$ cat src/rtl/irq_bank_cfg.svh
// Offsets, field positions, masks and reset values of the interrupt flag/enable bank
`ifndef IRQ_BANK_CFG_SVH
`define IRQ_BANK_CFG_SVH

// ----------------------------------------------------------------
// Register port geometry
// ----------------------------------------------------------------
`define REG_ADDR_W 3
`define REG_DATA_W 16

// ----------------------------------------------------------------
// Register offsets (word index on the register port)
// ----------------------------------------------------------------
`define OFS_FLAG_STATUS_2 3'h0
`define OFS_FLAG_STATUS_6 3'h1
`define OFS_FLAG_STATUS_7 3'h2
`define OFS_ENABLE_0      3'h3
`define OFS_ENABLE_1      3'h4
`define OFS_ENABLE_2      3'h5

// ----------------------------------------------------------------
// Flag bit positions
// ----------------------------------------------------------------
`define POS_CIPHER_ROLLOVER    3
`define POS_CIPHER_BUFFER_FREE 2
`define POS_OSC_SELFTUNE       10
`define POS_DEBUG_PORT         5

// ----------------------------------------------------------------
// Implemented-bit masks and reset values
// ----------------------------------------------------------------
`define MASK_FLAG_STATUS_2 16'h000C
`define MASK_FLAG_STATUS_6 16'h0400
`define MASK_FLAG_STATUS_7 16'h0020
`define MASK_ENABLE_0      16'h7FFF
`define MASK_ENABLE_1      16'hFF1F
`define MASK_ENABLE_2      16'h67FF
`define RST_ENABLE         16'h0000
`define RST_FLAGS          4'h0

// ----------------------------------------------------------------
// Index of each held flag inside the flag cell vector
// ----------------------------------------------------------------
`define FLAG_N          4
`define IDX_OSC         0
`define IDX_DBG         1
`define IDX_CROLL       2
`define IDX_CFREE       3

`endif

$ cat src/rtl/irq_bank_pkg.sv
// Types shared by the interrupt flag/enable bank
`include "irq_bank_cfg.svh"

package irq_bank_pkg;

  // ----------------------------------------------------------------
  // Register port request
  // ----------------------------------------------------------------
  typedef struct packed {
    logic [`REG_ADDR_W-1:0] addr;
    logic [`REG_DATA_W-1:0] wdata;
    logic                   wr;
    logic                   rd;
  } reg_req_type;

  // ----------------------------------------------------------------
  // Set pulses from the sources whose flags live here
  // ----------------------------------------------------------------
  typedef struct packed {
    logic osc_selftune;
    logic debug_port;
    logic cipher_rollover;
    logic cipher_buffer_free;
  } flag_evt_type;

  // Flags of the other flag registers, one word per enable register
  typedef struct packed {
    logic [`REG_DATA_W-1:0] f0;
    logic [`REG_DATA_W-1:0] f1;
    logic [`REG_DATA_W-1:0] f2;
  } src_flags_type;

  // Gated requests toward the CPU interrupt logic
  typedef struct packed {
    logic [`REG_DATA_W-1:0] r0;
    logic [`REG_DATA_W-1:0] r1;
    logic [`REG_DATA_W-1:0] r2;
  } irq_req_type;

  // Held flag levels seen by the outside
  typedef struct packed {
    logic osc_selftune_irq_flag;
    logic debug_port_irq_flag;
    logic cipher_rollover_irq_flag;
    logic cipher_buffer_free_irq_flag;
  } flag_out_type;

  // State of the flag cells
  typedef struct packed {
    logic [`FLAG_N-1:0] flag;
  } flag_state_type;

  // State of the bank
  typedef struct packed {
    logic [`REG_DATA_W-1:0] en0;
    logic [`REG_DATA_W-1:0] en1;
    logic [`REG_DATA_W-1:0] en2;
    logic [`REG_DATA_W-1:0] rdata;
    irq_req_type            req;
  } bank_state_type;

endpackage

$ cat src/rtl/irq_flag_cells.sv
// Sticky interrupt flag cells, settable by hardware and writable by software
`timescale 1ns/1ps
`include "irq_bank_cfg.svh"

module irq_flag_cells (
  // Clock and reset
  input  wire logic               sys_clk,
  input  wire logic               nrst,
  // Set pulses and software writes
  input  wire logic [`FLAG_N-1:0] set_vec,
  input  wire logic [`FLAG_N-1:0] wr_vec,
  input  wire logic [`FLAG_N-1:0] wr_val,
  // Held flags
  output logic      [`FLAG_N-1:0] flag_q
);
  import irq_bank_pkg::*;

  flag_state_type st_r;
  flag_state_type st_nxt;

  // Per-bit next value; a set in the clearing cycle still lands
  always_comb begin
    st_nxt = st_r;
    for (int i = 0; i < `FLAG_N; i++) begin
      if (wr_vec[i]) begin
        st_nxt.flag[i] = wr_val[i];
      end
      if (set_vec[i]) begin
        st_nxt.flag[i] = 1'b1;
      end
    end
  end

  // Register the flags, cleared at reset
  always_ff @(posedge sys_clk) begin
    if (!nrst) begin
      st_r.flag <= `RST_FLAGS;
    end else begin
      st_r <= st_nxt;
    end
  end

  assign flag_q = st_r.flag;

endmodule

$ cat src/rtl/irq_flag_enable_bank.sv
// Interrupt flag status 2/6/7 cells and enable registers 0..2 with request gating
//
// What this block does
// Oscillator self-tune flag lives at bit 10 of flag status 6.
// Debug port flag lives at bit 5 of flag status 7; rest unimplemented.
// Unimplemented bits ignore writes and read as zero.
// Each flag bit is read/write; 1 means its source requested.
// Each enable bit is read/write; 1 enables, 0 disables the request.
// All flags and enables clear to zero at reset.
// Enable 0 bits 14..0 map fifteen sources; bit 15 unimplemented.
// Enable 1 bits 15..8 and 4..0 implemented; bits 7..5 unimplemented.
// Enable 2 bits 14, 13, 10..0 implemented; 15, 12, 11 unimplemented.
// Software routing an external input to a pin is the outside's job.
// Cipher rollover and buffer-free flags sit at bits 3 and 2 of flag status 2.
// A request goes forward only while flag and enable are both set.
//
// The placing of the registers and strobed register access are this design's own decisions.
`timescale 1ns/1ps
`include "irq_bank_cfg.svh"

module irq_flag_enable_bank (
  // Clock and reset
  input  wire logic                         sys_clk,
  input  wire logic                         nrst,
  // Register port
  input  wire irq_bank_pkg::reg_req_type    reg_req,
  output logic      [`REG_DATA_W-1:0]       reg_rdata,
  // Flag sources
  input  wire irq_bank_pkg::flag_evt_type   flag_evt,
  input  wire irq_bank_pkg::src_flags_type  src_flags,
  // Toward the CPU interrupt logic
  output irq_bank_pkg::irq_req_type         irq_req,
  output irq_bank_pkg::flag_out_type        flag_out
);
  import irq_bank_pkg::*;

  // ----------------------------------------------------------------
  // Address decode
  // ----------------------------------------------------------------

  // One-hot select of the six registers; shared by write and read paths
  function automatic logic [5:0] reg_sel(input logic [`REG_ADDR_W-1:0] a);
    reg_sel = 6'h00;
    case (a)
      `OFS_FLAG_STATUS_2: reg_sel = 6'h01;
      `OFS_FLAG_STATUS_6: reg_sel = 6'h02;
      `OFS_FLAG_STATUS_7: reg_sel = 6'h04;
      `OFS_ENABLE_0:      reg_sel = 6'h08;
      `OFS_ENABLE_1:      reg_sel = 6'h10;
      `OFS_ENABLE_2:      reg_sel = 6'h20;
      default:            reg_sel = 6'h00;
    endcase
  endfunction

  logic [5:0] wsel;
  logic [5:0] rsel;

  // Strobes gate the decode so idle addresses do nothing
  assign wsel = reg_req.wr ? reg_sel(reg_req.addr) : 6'h00;
  assign rsel = reg_req.rd ? reg_sel(reg_req.addr) : 6'h00;

  // ----------------------------------------------------------------
  // Flag cells
  // ----------------------------------------------------------------
  logic [`FLAG_N-1:0] set_vec;
  logic [`FLAG_N-1:0] wr_vec;
  logic [`FLAG_N-1:0] wr_val;
  logic [`FLAG_N-1:0] flag_q;

  // Hardware sets, same clock, so no synchroniser is needed
  always_comb begin
    set_vec               = '0;
    set_vec[`IDX_OSC]     = flag_evt.osc_selftune;
    set_vec[`IDX_DBG]     = flag_evt.debug_port;
    set_vec[`IDX_CROLL]   = flag_evt.cipher_rollover;
    set_vec[`IDX_CFREE]   = flag_evt.cipher_buffer_free;
  end

  // Software writes touch only the implemented flag positions
  always_comb begin
    wr_vec              = '0;
    wr_val              = '0;
    wr_vec[`IDX_OSC]    = wsel[1];
    wr_val[`IDX_OSC]    = reg_req.wdata[`POS_OSC_SELFTUNE];
    wr_vec[`IDX_DBG]    = wsel[2];
    wr_val[`IDX_DBG]    = reg_req.wdata[`POS_DEBUG_PORT];
    wr_vec[`IDX_CROLL]  = wsel[0];
    wr_val[`IDX_CROLL]  = reg_req.wdata[`POS_CIPHER_ROLLOVER];
    wr_vec[`IDX_CFREE]  = wsel[0];
    wr_val[`IDX_CFREE]  = reg_req.wdata[`POS_CIPHER_BUFFER_FREE];
  end

  irq_flag_cells irq_flag_cells_i (
    .sys_clk (sys_clk),
    .nrst    (nrst),
    .set_vec (set_vec),
    .wr_vec  (wr_vec),
    .wr_val  (wr_val),
    .flag_q  (flag_q)
  );

  // ----------------------------------------------------------------
  // Read views of the flag registers
  // ----------------------------------------------------------------
  logic [`REG_DATA_W-1:0] view_fs2;
  logic [`REG_DATA_W-1:0] view_fs6;
  logic [`REG_DATA_W-1:0] view_fs7;
  logic [`REG_DATA_W-1:0] flags2_merged;

  // Unimplemented positions are tied to zero here, never stored
  always_comb begin
    view_fs2 = '0;
    view_fs6 = '0;
    view_fs7 = '0;
    view_fs2[`POS_CIPHER_ROLLOVER]    = flag_q[`IDX_CROLL];
    view_fs2[`POS_CIPHER_BUFFER_FREE] = flag_q[`IDX_CFREE];
    view_fs6[`POS_OSC_SELFTUNE]       = flag_q[`IDX_OSC];
    view_fs7[`POS_DEBUG_PORT]         = flag_q[`IDX_DBG];
  end

  // Cipher flags held here replace the outside copy at bits 3..2
  always_comb begin
    flags2_merged = src_flags.f2 & ~`MASK_FLAG_STATUS_2;
    flags2_merged = flags2_merged | view_fs2;
  end

  // ----------------------------------------------------------------
  // Bank state: enables, read data, gated requests
  // ----------------------------------------------------------------
  bank_state_type st_r;
  bank_state_type st_nxt;

  // Next-state: masked writes, registered read data, request gating
  always_comb begin
    st_nxt = st_r;
    if (wsel[3]) begin
      st_nxt.en0 = reg_req.wdata & `MASK_ENABLE_0;
    end
    if (wsel[4]) begin
      st_nxt.en1 = reg_req.wdata & `MASK_ENABLE_1;
    end
    if (wsel[5]) begin
      st_nxt.en2 = reg_req.wdata & `MASK_ENABLE_2;
    end
    // Unmapped or idle reads return zero
    st_nxt.rdata = '0;
    unique case (1'b1)
      rsel[0]: st_nxt.rdata = view_fs2;
      rsel[1]: st_nxt.rdata = view_fs6;
      rsel[2]: st_nxt.rdata = view_fs7;
      rsel[3]: st_nxt.rdata = st_r.en0;
      rsel[4]: st_nxt.rdata = st_r.en1;
      rsel[5]: st_nxt.rdata = st_r.en2;
      default: st_nxt.rdata = '0;
    endcase
    // Disabled sources still latch their flag; only the request is held back
    st_nxt.req.r0 = src_flags.f0 & st_r.en0;
    st_nxt.req.r1 = src_flags.f1 & st_r.en1;
    st_nxt.req.r2 = flags2_merged & st_r.en2;
  end

  // Single state register, cleared by the synchronous reset
  always_ff @(posedge sys_clk) begin
    if (!nrst) begin
      st_r.en0   <= `RST_ENABLE;
      st_r.en1   <= `RST_ENABLE;
      st_r.en2   <= `RST_ENABLE;
      st_r.rdata <= '0;
      st_r.req   <= '0;
    end else begin
      st_r <= st_nxt;
    end
  end

  // ----------------------------------------------------------------
  // Outputs
  // ----------------------------------------------------------------
  // External-input enables only matter once the pin mux routes a pin (R10 outside)
  assign reg_rdata = st_r.rdata;
  assign irq_req   = st_r.req;
  assign flag_out.osc_selftune_irq_flag       = flag_q[`IDX_OSC];
  assign flag_out.debug_port_irq_flag         = flag_q[`IDX_DBG];
  assign flag_out.cipher_rollover_irq_flag    = flag_q[`IDX_CROLL];
  assign flag_out.cipher_buffer_free_irq_flag = flag_q[`IDX_CFREE];

  // ----------------------------------------------------------------
  // Assertions
  // ----------------------------------------------------------------
  property p_selftune_set;
    @(posedge sys_clk) disable iff (!nrst)
    flag_evt.osc_selftune |=> flag_out.osc_selftune_irq_flag;
  endproperty
  a_selftune_set: assert property (p_selftune_set)
    else $error("self-tune event did not set its flag");

  property p_fs7_read;
    @(posedge sys_clk) disable iff (!nrst)
    (reg_req.rd && reg_req.addr == `OFS_FLAG_STATUS_7) |=>
      reg_rdata == ($past(flag_out.debug_port_irq_flag) ? `MASK_FLAG_STATUS_7 : 16'h0000);
  endproperty
  a_fs7_read: assert property (p_fs7_read)
    else $error("flag status 7 read shows wrong value");

  property p_fs6_read;
    @(posedge sys_clk) disable iff (!nrst)
    (reg_req.rd && reg_req.addr == `OFS_FLAG_STATUS_6) |=>
      (reg_rdata & ~`MASK_FLAG_STATUS_6) == 16'h0000
      && reg_rdata[`POS_OSC_SELFTUNE] == $past(flag_out.osc_selftune_irq_flag);
  endproperty
  a_fs6_read: assert property (p_fs6_read)
    else $error("flag status 6 read shows unimplemented bits or wrong flag");

  property p_flag_clear;
    @(posedge sys_clk) disable iff (!nrst)
    (reg_req.wr && reg_req.addr == `OFS_FLAG_STATUS_6
      && !reg_req.wdata[`POS_OSC_SELFTUNE] && !flag_evt.osc_selftune)
      |=> !flag_out.osc_selftune_irq_flag;
  endproperty
  a_flag_clear: assert property (p_flag_clear)
    else $error("software clear of self-tune flag ignored");

  property p_en0_write;
    @(posedge sys_clk) disable iff (!nrst)
    (reg_req.wr && reg_req.addr == `OFS_ENABLE_0) ##1
      (reg_req.rd && reg_req.addr == `OFS_ENABLE_0)
      |=> reg_rdata == ($past(reg_req.wdata, 2) & `MASK_ENABLE_0);
  endproperty
  a_en0_write: assert property (p_en0_write)
    else $error("enable 0 readback differs from masked write");

  property p_en1_write;
    @(posedge sys_clk) disable iff (!nrst)
    (reg_req.wr && reg_req.addr == `OFS_ENABLE_1)
      |=> st_r.en1 == ($past(reg_req.wdata) & `MASK_ENABLE_1);
  endproperty
  a_en1_write: assert property (p_en1_write)
    else $error("enable 1 did not take masked write");

  property p_en2_write;
    @(posedge sys_clk) disable iff (!nrst)
    (reg_req.wr && reg_req.addr == `OFS_ENABLE_2)
      |=> st_r.en2 == ($past(reg_req.wdata) & `MASK_ENABLE_2);
  endproperty
  a_en2_write: assert property (p_en2_write)
    else $error("enable 2 did not take masked write");

  property p_reset_clear;
    @(posedge sys_clk)
    !nrst |=> (st_r.en0 == 16'h0000 && st_r.en1 == 16'h0000
      && st_r.en2 == 16'h0000 && flag_q == 4'h0);
  endproperty
  a_reset_clear: assert property (p_reset_clear)
    else $error("bank not cleared by reset");

  property p_cipher_set;
    @(posedge sys_clk) disable iff (!nrst)
    (flag_evt.cipher_rollover && flag_evt.cipher_buffer_free) ##1
      (reg_req.rd && reg_req.addr == `OFS_FLAG_STATUS_2) |=> reg_rdata == `MASK_FLAG_STATUS_2;
  endproperty
  a_cipher_set: assert property (p_cipher_set)
    else $error("cipher flags not seen at bits 3 and 2");

  property p_req_gate;
    @(posedge sys_clk) disable iff (!nrst)
    ##1 (irq_req.r0 == ($past(src_flags.f0) & $past(st_r.en0))
      && irq_req.r1 == ($past(src_flags.f1) & $past(st_r.en1)));
  endproperty
  a_req_gate: assert property (p_req_gate)
    else $error("request not equal to flag and enable");

  property p_debug_set;
    @(posedge sys_clk) disable iff (!nrst)
    flag_evt.debug_port |=> flag_out.debug_port_irq_flag;
  endproperty
  a_debug_set: assert property (p_debug_set)
    else $error("debug port event did not set its flag");

  property p_debug_clear;
    @(posedge sys_clk) disable iff (!nrst)
    (reg_req.wr && reg_req.addr == `OFS_FLAG_STATUS_7
      && !reg_req.wdata[`POS_DEBUG_PORT] && !flag_evt.debug_port)
      |=> !flag_out.debug_port_irq_flag;
  endproperty
  a_debug_clear: assert property (p_debug_clear)
    else $error("software clear of debug port flag ignored");

  // A held flag only drops through a software write of its own word
  property p_cipher_hold;
    @(posedge sys_clk) disable iff (!nrst)
    (flag_out.cipher_rollover_irq_flag
      && !(reg_req.wr && reg_req.addr == `OFS_FLAG_STATUS_2))
      |=> flag_out.cipher_rollover_irq_flag;
  endproperty
  a_cipher_hold: assert property (p_cipher_hold)
    else $error("cipher rollover flag dropped without a write");

  property p_unmapped_read;
    @(posedge sys_clk) disable iff (!nrst)
    (reg_req.rd && reg_req.addr > `OFS_ENABLE_2) |=> reg_rdata == 16'h0000;
  endproperty
  a_unmapped_read: assert property (p_unmapped_read)
    else $error("unmapped word read back nonzero");

  // Bits 3..2 of the third request word come from the flags held here
  property p_req_gate_cipher;
    @(posedge sys_clk) disable iff (!nrst)
    ##1 (irq_req.r2 == ((($past(src_flags.f2) & 16'hFFF3)
      | {12'h000, $past(flag_out.cipher_rollover_irq_flag),
         $past(flag_out.cipher_buffer_free_irq_flag), 2'b00}) & $past(st_r.en2)));
  endproperty
  a_req_gate_cipher: assert property (p_req_gate_cipher)
    else $error("third request word not equal to flag and enable");

endmodule

$ cat config.mk
export PLATFORM = sky130hd
export DESIGN_NAME = irq_flag_enable_bank
export DESIGN_NICKNAME = d
export VERILOG_FILES = /design/src/rtl/irq_bank_pkg.sv /design/src/rtl/irq_flag_cells.sv /design/src/rtl/irq_flag_enable_bank.sv
export VERILOG_INCLUDE_DIRS = /design/src /design/src/rtl
export SDC_FILE = /design/constraint.sdc
export NUM_CORES = 1
export LEC_CHECK = 0
export BUFFER_PORTS_ARGS = -buffer_cell sky130_fd_sc_hd__buf_2
export CAP_MARGIN = 10
export CORE_ASPECT_RATIO = 1.1
export CORE_UTILIZATION = 45
export DETAILED_ROUTE_END_ITERATION = 8
export PLACE_DENSITY_LB_ADDON = 0.25
export SLEW_MARGIN = 25
export SYNTH_ARGS = -nofsm -noshare
export SYNTH_HDL_FRONTEND = slang
export SYNTH_SLANG_ARGS = --single-unit
$ cat constraint.sdc
create_clock -name sys_clk -period 1.3 [get_ports sys_clk]
set_clock_uncertainty 0.1 [all_clocks]
set_input_delay 0.13 -clock sys_clk [delete_from_list [all_inputs] [get_ports sys_clk]]
set_output_delay 0.13 -clock sys_clk [all_outputs]
set_load 0.01 [all_outputs]
# After elaboration in Yosys (flattened, before gate mapping)
# Cells that the tools add are included.
# Widths: inputs -> output; s select.
# totals
register_bits	109
# classes
n_eq_ne	5
muxes	12
n_bitwise	4
reduce_logical	5
# ops
cell	n
$pmux 16 s6	1
$pmux 6 s6	1
$and 16x15->16	2
$and 16x16->16	1
$or 16x4->16	1
$mux 6	2
$mux 1	8
$reduce_bool 2->1	4
$eq 3x2->1 const B	2
$eq 3x3->1 const B	2
$eq 3x1->1 const B	1
$logic_not 3->1	1

# Longest topological paths before layout
# Gate-level depths: netlist (run 1).
# depth
ltp_word	5
mapped_depth	6
ltp_nobuf	3

# Hierarchy
# Synthesis (run 1) repeated with hierarchy kept, for this count alone.
# unflattened
cells_unflattened	441
area_unflattened_um2	4121.5
# by_module_without_submodules
module	instances	cells_each	area_per_inst_um2	seq_area_each_um2
irq_flag_enable_bank	1	429	3966.3	1961.9
irq_flag_cells	1	12	155.1	80.1

# Worst setup path after synthesis (run 1)
# Ideal clock, no wire load.
# synth_timing
kind	input to register
start	input port reg_req[20] (netlist bit)
end	register irq_flag_cells_i.st_r (netlist bit irq_flag_cells_i.flag_q[2])
t_arrival_ps	1051
required_time_ps	1085
slack_ps	34
cell_stages	4
path_cell_list	buf_2 nor4b_2 mux2_2 o21a_1
# synth_via
elab_chain_len	4
# synth_lines
element	line	source
from (decl)	irq_flag_enable_bank.sv:26	input wire irq_bank_pkg::reg_req_type reg_req,
$eq 3x3->1 (tied with other cells)	irq_flag_enable_bank.sv:44	case (a)
$pmux 6 s6 (*)	irq_flag_enable_bank.sv:44	
$mux 6 (*)	irq_flag_enable_bank.sv:59	assign wsel = reg_req.wr ? reg_sel(reg_req.addr) : 6'h00;
$reduce_bool 2->1 (no source line) (*)	--	
to (signal assigned)	irq_flag_cells.sv:39	st_r <= st_nxt;
to (decl)	irq_flag_cells.sv:18	flag_state_type st_r;
# Every way passes the cells marked *; elsewhere a longest branch is shown, timed or not.
# A chain may end at the register's enable or synchronous reset.

# Worst setup path in the final report (run 1)
# layout_timing
start	input port nrst
end	register st_r[104] (netlist bit)
# layout_lines
element	line	source
from (decl)	irq_flag_enable_bank.sv:24	input wire logic nrst,
to (signal assigned)	irq_flag_enable_bank.sv:171	st_r <= st_nxt;
to (decl)	irq_flag_enable_bank.sv:130	bank_state_type st_r;
# No word-level cell between the ends.

==> summary.txt, run 1 <==
peak supply drop - 0.7347 mV
Initial Util - 46.26%
critical path arrival - 1360 ps
Via Count - 3324
Fin Hold WS - 115.5 ps
later-pin clock latency in the skew report - 360 ps
Fmax achieved - 0.8615 GHz
worst hold path class - in2reg
CTS Buf Count - 9
total global routing overflow - 0
initial antenna violation count - 0
setup slack, reg-to-reg - 150 ps
Syn Area/Cell - 9.520 um2
RSZ-0062 raised after global routing - false
mapped cell area - 4084 um2
max-cap violation count - 0
Hold EP - reg_rdata[2]$_SDFF_PN0_
post-route ant nets - 0
FF+latch count, synth - 102
leakage - 2.526 nW
dpl cells - 611
drc violations - 0
Die H - 101.9 um
All-Layer GR Usage - 20.93%
gpl congestion - 0.8000
max layer used - met4
CP Launch Type - input port
Port Buffer Count - 126
Routed WL per cell - 14.29 um
CTS H-tree lvls - 3
endpoints failing hold - 0
area grow syn2layout - 32.08%
Setup crit end kind - register
Die ar. - 9461 um2
CTS tree - built
crit path kind - in2reg
status - finished clean
sequential element share of the synthesized area - 50.00%
Die X - 92.83 um
DP Wirelength - 6433 um
root buf cell - clkbuf_8
Core Box Area - 8828 um2
DR WL met3 - 417 um
DRT met1 WL - 4307 um
vias in the first global route - 3178
total wire length - 9815 um
vias per inst - 4.838
nets@finish - 643
FF-to-FF End - reg_rdata[2]$_SDFF_PN0_
num rows - 36
largest net degree at the start of global routing - 36
hold-critical path depth - 3
fin. max-slew vios - 0
Syn Inst Count - 429
Setup violations, final - 0
Final Util - 61.10%
CTS clk-pin slew, worst paths - 100 ps
Initial DRT Pass Iterations - 4
minimum clock period - 1161 ps
Worst Path Required - 1500 ps
R2R depth - 3
Final period util - 89.29%
DR WL met2 - 4940 um
Synth cell types - 27
I/O pins - 143
first-pass GRT wire length - 15210 um
worst hold start - reg_req[0]
fill count - 786
post-CTS sizing - 0
clock tree buffer depth - 2
crit path max fanout - 31
final std cells w/o fill - 687
Initial DRC Count - 76
TritonCTS Sinks - 102
PwrDens - 1092 nW/um2
share of post-route cells with drive strength above 1 - 31.94%
diode count - 0
yosys warns - 0
worst r2r src - irq_flag_cells_i.flag_q[3]$_SDFFE_PN0P_
## cell usage after synthesis, drive strengths merged
cell	number	area share, %
dfxtp	102	50
nand2	84	7.7
buf	77	14
and3	43	6.6
a21boi	41	7.5
a22oi	13	2.4
mux2	13	3.6
clkbuf	12	1.1
nor2	12	1.1
a21oi	4	0.49
and4b	4	0.98
o21a	4	0.74
and3b	3	0.64
nand4b	3	0.64
and4bb	2	0.61
nor4bb	2	0.49
o21ai	2	0.25
a32oi	1	0.21
conb	1	0.092
nand3	1	0.12
nand3b	1	0.18
nand4bb	1	0.28
nor2b	1	0.15
nor3b	1	0.18
nor4b	1	0.37
## worst max-delay path by stage
stage                                                  startpoint                                 endpoint  slack (ps)  cells after the start
final                                                        nrst                   st_r[104]$_SDFFE_PN0P_         140                      4
after global routing                                         nrst                   st_r[104]$_SDFFE_PN0P_          70                      4
after global placement                                reg_req[20]  irq_flag_cells_i.flag_q[1]$_SDFFE_PN0P_        -160                      4
after CTS                 irq_flag_cells_i.flag_q[2]$_SDFFE_PN0P_                              flag_out[1]         140                      1
after floorplan                                       reg_req[20]  irq_flag_cells_i.flag_q[2]$_SDFFE_PN0P_          30                      4
after detailed placement                              reg_req[20]  irq_flag_cells_i.flag_q[1]$_SDFFE_PN0P_        -180                      4
## cell type report
| class | count | area (um2) | share of cell area, % |
|---|---|---|---|
| Timing Repair Buffer | 211 | 1531 | 28.39 |
| Tap cell | 114 | 142.6 | 2.644 |
| Sequential cell | 102 | 2042 | 37.86 |
| Multi-Input combinational cell | 244 | 1466 | 27.19 |
| Clock buffer | 10 | 137.6 | 2.552 |
| Clock inverter | 6 | 73.82 | 1.369 |
## layout by cell type (no fill, tap or decap), types with 10 or more instances in the layout
cell type and count:
buf_2 126, a22oi_1 13, dfxtp_1 102, mux2_2 13, a21boi_0 11, and3_1 43, dlygate4sd3_1 60, clkbuf_8 10
buf_4 16, nor2_1 12, nand2_1 84, a21boi_1 30
## kinds of logic after synthesis
| group | synth area share, % |
|---|---|
| compound gates | 11.61 |
| flops | 50.00 |
| other cells | 0.09182 |
| simple gates | 20.07 |
| mux | 3.585 |
| buf+inv | 14.64 |
## worst max-delay path, cell delays in order
cell and delay (ps):
dlygate4sd3_1 520, buf_2 200, buf_4 300, a21boi_1 200
## state kept, by name (all words and copies together) (netlist names)
name                     flops
irq_req                     41
reg_rdata                   16
irq_flag_cells_i.flag_q      4
st_r                        41
## where the power goes
group          internal, mW  switching, mW  total (mW)
clock                 0.975           1.13        2.11
sequential             3.17         0.0307        3.20
combinational         0.344          0.242       0.586
total                  4.49           1.40        5.89
## repair_timing
action / CTS / global route
endpoints found under the setup margin: 0 / 0
setup buffers: 0 / 0
hold buffers: 60 / 0
endpoints found under the hold margin: 84 / 0
## per-stage QoR
stage                     setup WS, ps  total power, mW  setup TNS (ps)  instance area [um2]
after global placement          -160.9            3.702          -419.8                 4582
after global routing             67.90            6.150               0                 5394
after CTS                        140.8            5.958               0                 5394
after detailed placement        -175.7            3.711          -487.9                 4582
final                            139.2            5.891               0                 5394
after floorplan                  34.28            3.486               0                 4106
## routing by layer
metal	vias up	track usage (%)
met1	1561	25.25
met3	13	3.571
met5	-	0
met2	95	36.76
li1	1655	-
met4	0	9.112
Power figures use the tool's default switching activity.
==> run 2: changes to the inputs <==
--- a/config.mk
+++ b/config.mk
@@ -9,7 +9,7 @@
 export BUFFER_PORTS_ARGS = -buffer_cell sky130_fd_sc_hd__buf_2
 export CAP_MARGIN = 10
 export CORE_ASPECT_RATIO = 1.1
-export CORE_UTILIZATION = 45
+export CORE_UTILIZATION = 50
 export DETAILED_ROUTE_END_ITERATION = 8
 export PLACE_DENSITY_LB_ADDON = 0.25
 export SLEW_MARGIN = 25
==> constraint.sdc (replaced) <==
create_clock -name sys_clk -period 1.21 [get_ports sys_clk]
set_clock_uncertainty 0.1 [all_clocks]
set_input_delay 0.121 -clock sys_clk [delete_from_list [all_inputs] [get_ports sys_clk]]
set_output_delay 0.121 -clock sys_clk [all_outputs]
set_load 0.01 [all_outputs]
==> summary.txt, run 2 (synthesized netlist as in run 1, its figures left out) <==
Initial DRC Count - 141 (was 76)
critical path arrival - 960 ps (was 1360 ps)
diode count - 0 (unchanged)
Die H - 96.79 um (was 101.9 um)
first-pass GRT wire length - 15540 um (was 15210 um)
PwrDens - 1160 nW/um2 (was 1092 nW/um2)
minimum clock period - 1176 ps
crit path kind - reg2out (was in2reg)
Die ar. - 8534 um2 (was 9461 um2)
Setup crit end kind - primary output (was register)
commonest non-fill, non-tap cell in the layout - buf_2 (unchanged)
CTS tree - built (unchanged)
Port Buffer Count - 126 (unchanged)
Setup violations, final - 0 (unchanged)
RSZ-0062 raised after global routing - false (unchanged)
Placed Area - 4583 um2 (was 4582 um2)
largest net degree at the start of global routing - 48 (was 36)
post-route ant nets - 0 (unchanged)
drc violations - 0 (unchanged)
Die X - 88.17 um (was 92.83 um)
Fmax achieved - 0.8503 GHz
share of post-route cells with drive strength above 1 - 32.58% (was 31.94%)
max-cap violation count - 0 (unchanged)
Final Cell Area - 5379 um2 (was 5394 um2)
highest-count cells in the layout ignoring fill and taps - 126 x buf_2, 102 x dfxtp_1, 84 x nand2_1, 59 x dlygate4sd3_1, 43 x and3_1 (was 126 x buf_2, 102 x dfxtp_1, 84 x nand2_1, 60 x dlygate4sd3_1, 43 x and3_1)
CP Launch Type - register (was input port)
peak supply drop - 0.8773 mV (was 0.7347 mV)
CP max stage delay - 330 ps (was 520 ps)
Via Count - 3299 (was 3324)
Core Box Area - 7913 um2 (was 8828 um2)
CTS clk-pin slew, worst paths - 100 ps (about the same)
clock tree buffer depth - 2 (unchanged)
DP Wirelength - 6344 um (was 6433 um)
worst hold path class - in2reg (unchanged)
status - finished clean (unchanged)
# Post-CTS Setup Buffers - 0 (unchanged)
endpoints failing hold - 0 (unchanged)
Routed WL per cell - 14.34 um (was 14.29 um)
root buf cell - clkbuf_8 (unchanged)
vias per inst - 4.816 (was 4.838)
later-pin clock latency in the skew report - 360 ps (about the same)
cell family with most CP delay - flip-flops (was buffers and inverters)
total global routing overflow - 0 (unchanged)
TritonCTS Sinks - 102 (unchanged)
total wire length - 9824 um (was 9815 um)
leakage - 2.543 nW (was 2.526 nW)
Worst Path Required - 990 ps (was 1500 ps)
fin. max-slew vios - 0 (unchanged)
CTS H-tree lvls - 3 (unchanged)
final setup TNS - 0 ps (unchanged)
vias in the first global route - 3213 (was 3178)
CTS Buf Count - 9 (unchanged)
critical path cell sequence - buf_4, buf_2 (was dlygate4sd3_1, buf_2, buf_4, a21boi_1)
crit path max fanout - 3 (was 31)
num rows - 34 (was 36)
gpl congestion - 0.7800 (was 0.8000)
CP bufs+invs - 2 (was 3)
nets@finish - 647 (was 643)
initial antenna violation count - 0 (unchanged)
slowest stage cell, crit path - dfxtp_1 (was dlygate4sd3_1)
All-Layer GR Usage - 23.81% (was 20.93%)
Initial Util - 51.61% (was 46.26%)
I/O pins - 143 (unchanged)
Initial DRT Pass Iterations - 4 (unchanged)
Final period util - 97.20%
area grow syn2layout - 31.71% (was 32.08%)
==> run 2: what timing repair did <==
action,4_1_cts,5_1_grt
hold endpoints to repair,84,0
hold buffers,59,0
gates resized for setup,0,0
==> run 2: where the power goes <==
part	internal, mW	total, mW	switching (mW)
Clock	0.986	2.18	1.19
Sequential	3.40	3.44	0.0317
Combinational	0.364	0.625	0.261
Total	4.75	6.24	1.49
==> run 2: worst register-to-register path, delay by kind of cell (launching register included) <==
kind	cells	cell delay [ps]
flops	1	330
compound gates	2	330
mux	1	260
==> run 2: path summary, 6_finish.rpt <==
path                                            from                 endpoint  slack, ps  cells after the start
max          irq_flag_cells_i.flag_q[3]$_SDFFE_PN0P_              flag_out[0]         30                      2
min                                             nrst   irq_req[18]$_SDFF_PN0_         40                      2
max reg2reg  irq_flag_cells_i.flag_q[3]$_SDFFE_PN0P_  reg_rdata[2]$_SDFF_PN0_         80                      3
min reg2reg                   st_r[108]$_SDFFE_PN0P_   st_r[108]$_SDFFE_PN0P_        370                      2
==> run 2: metrics by stage <==
stage / worst slack [ps] / hold WS, ps / utilization [%] / instances / power (mW)
final: 33.93 / 36.24 / 67.98 / 685 / 6.240
after global routing: 6.083 / 41.91 / 67.98 / 685 / 6.503
after CTS: 28.42 / 31.86 / 67.98 / 685 / 6.288
after detailed placement: -167.1 / 230.9 / 57.92 / 610 / 3.987
after global placement: -137.5 / 230.5 / 57.92 / 610 / 3.977
after floorplan: -19.81 / 144.8 / - / 435 / 3.750
==> run 2: layout make-up <==
type,count,area [um2]
Clock inverter,7,81.33
Fill cell,662,2534
Multi-Input combinational cell,244,1475
Sequential cell,102,2042
Clock buffer,9,123.9
Timing Repair Buffer,215,1521
Tap cell,108,135.1
==> run 2: metal layers <==
metal  share of wire (%)  vias up  GRT usage [%]
li1                    -     1659              -
met1                  43     1530          28.82
met5                   0        -              0
met4                 1.2        0          7.072
met3                 4.7        8          4.266
met2                  51      102          42.07
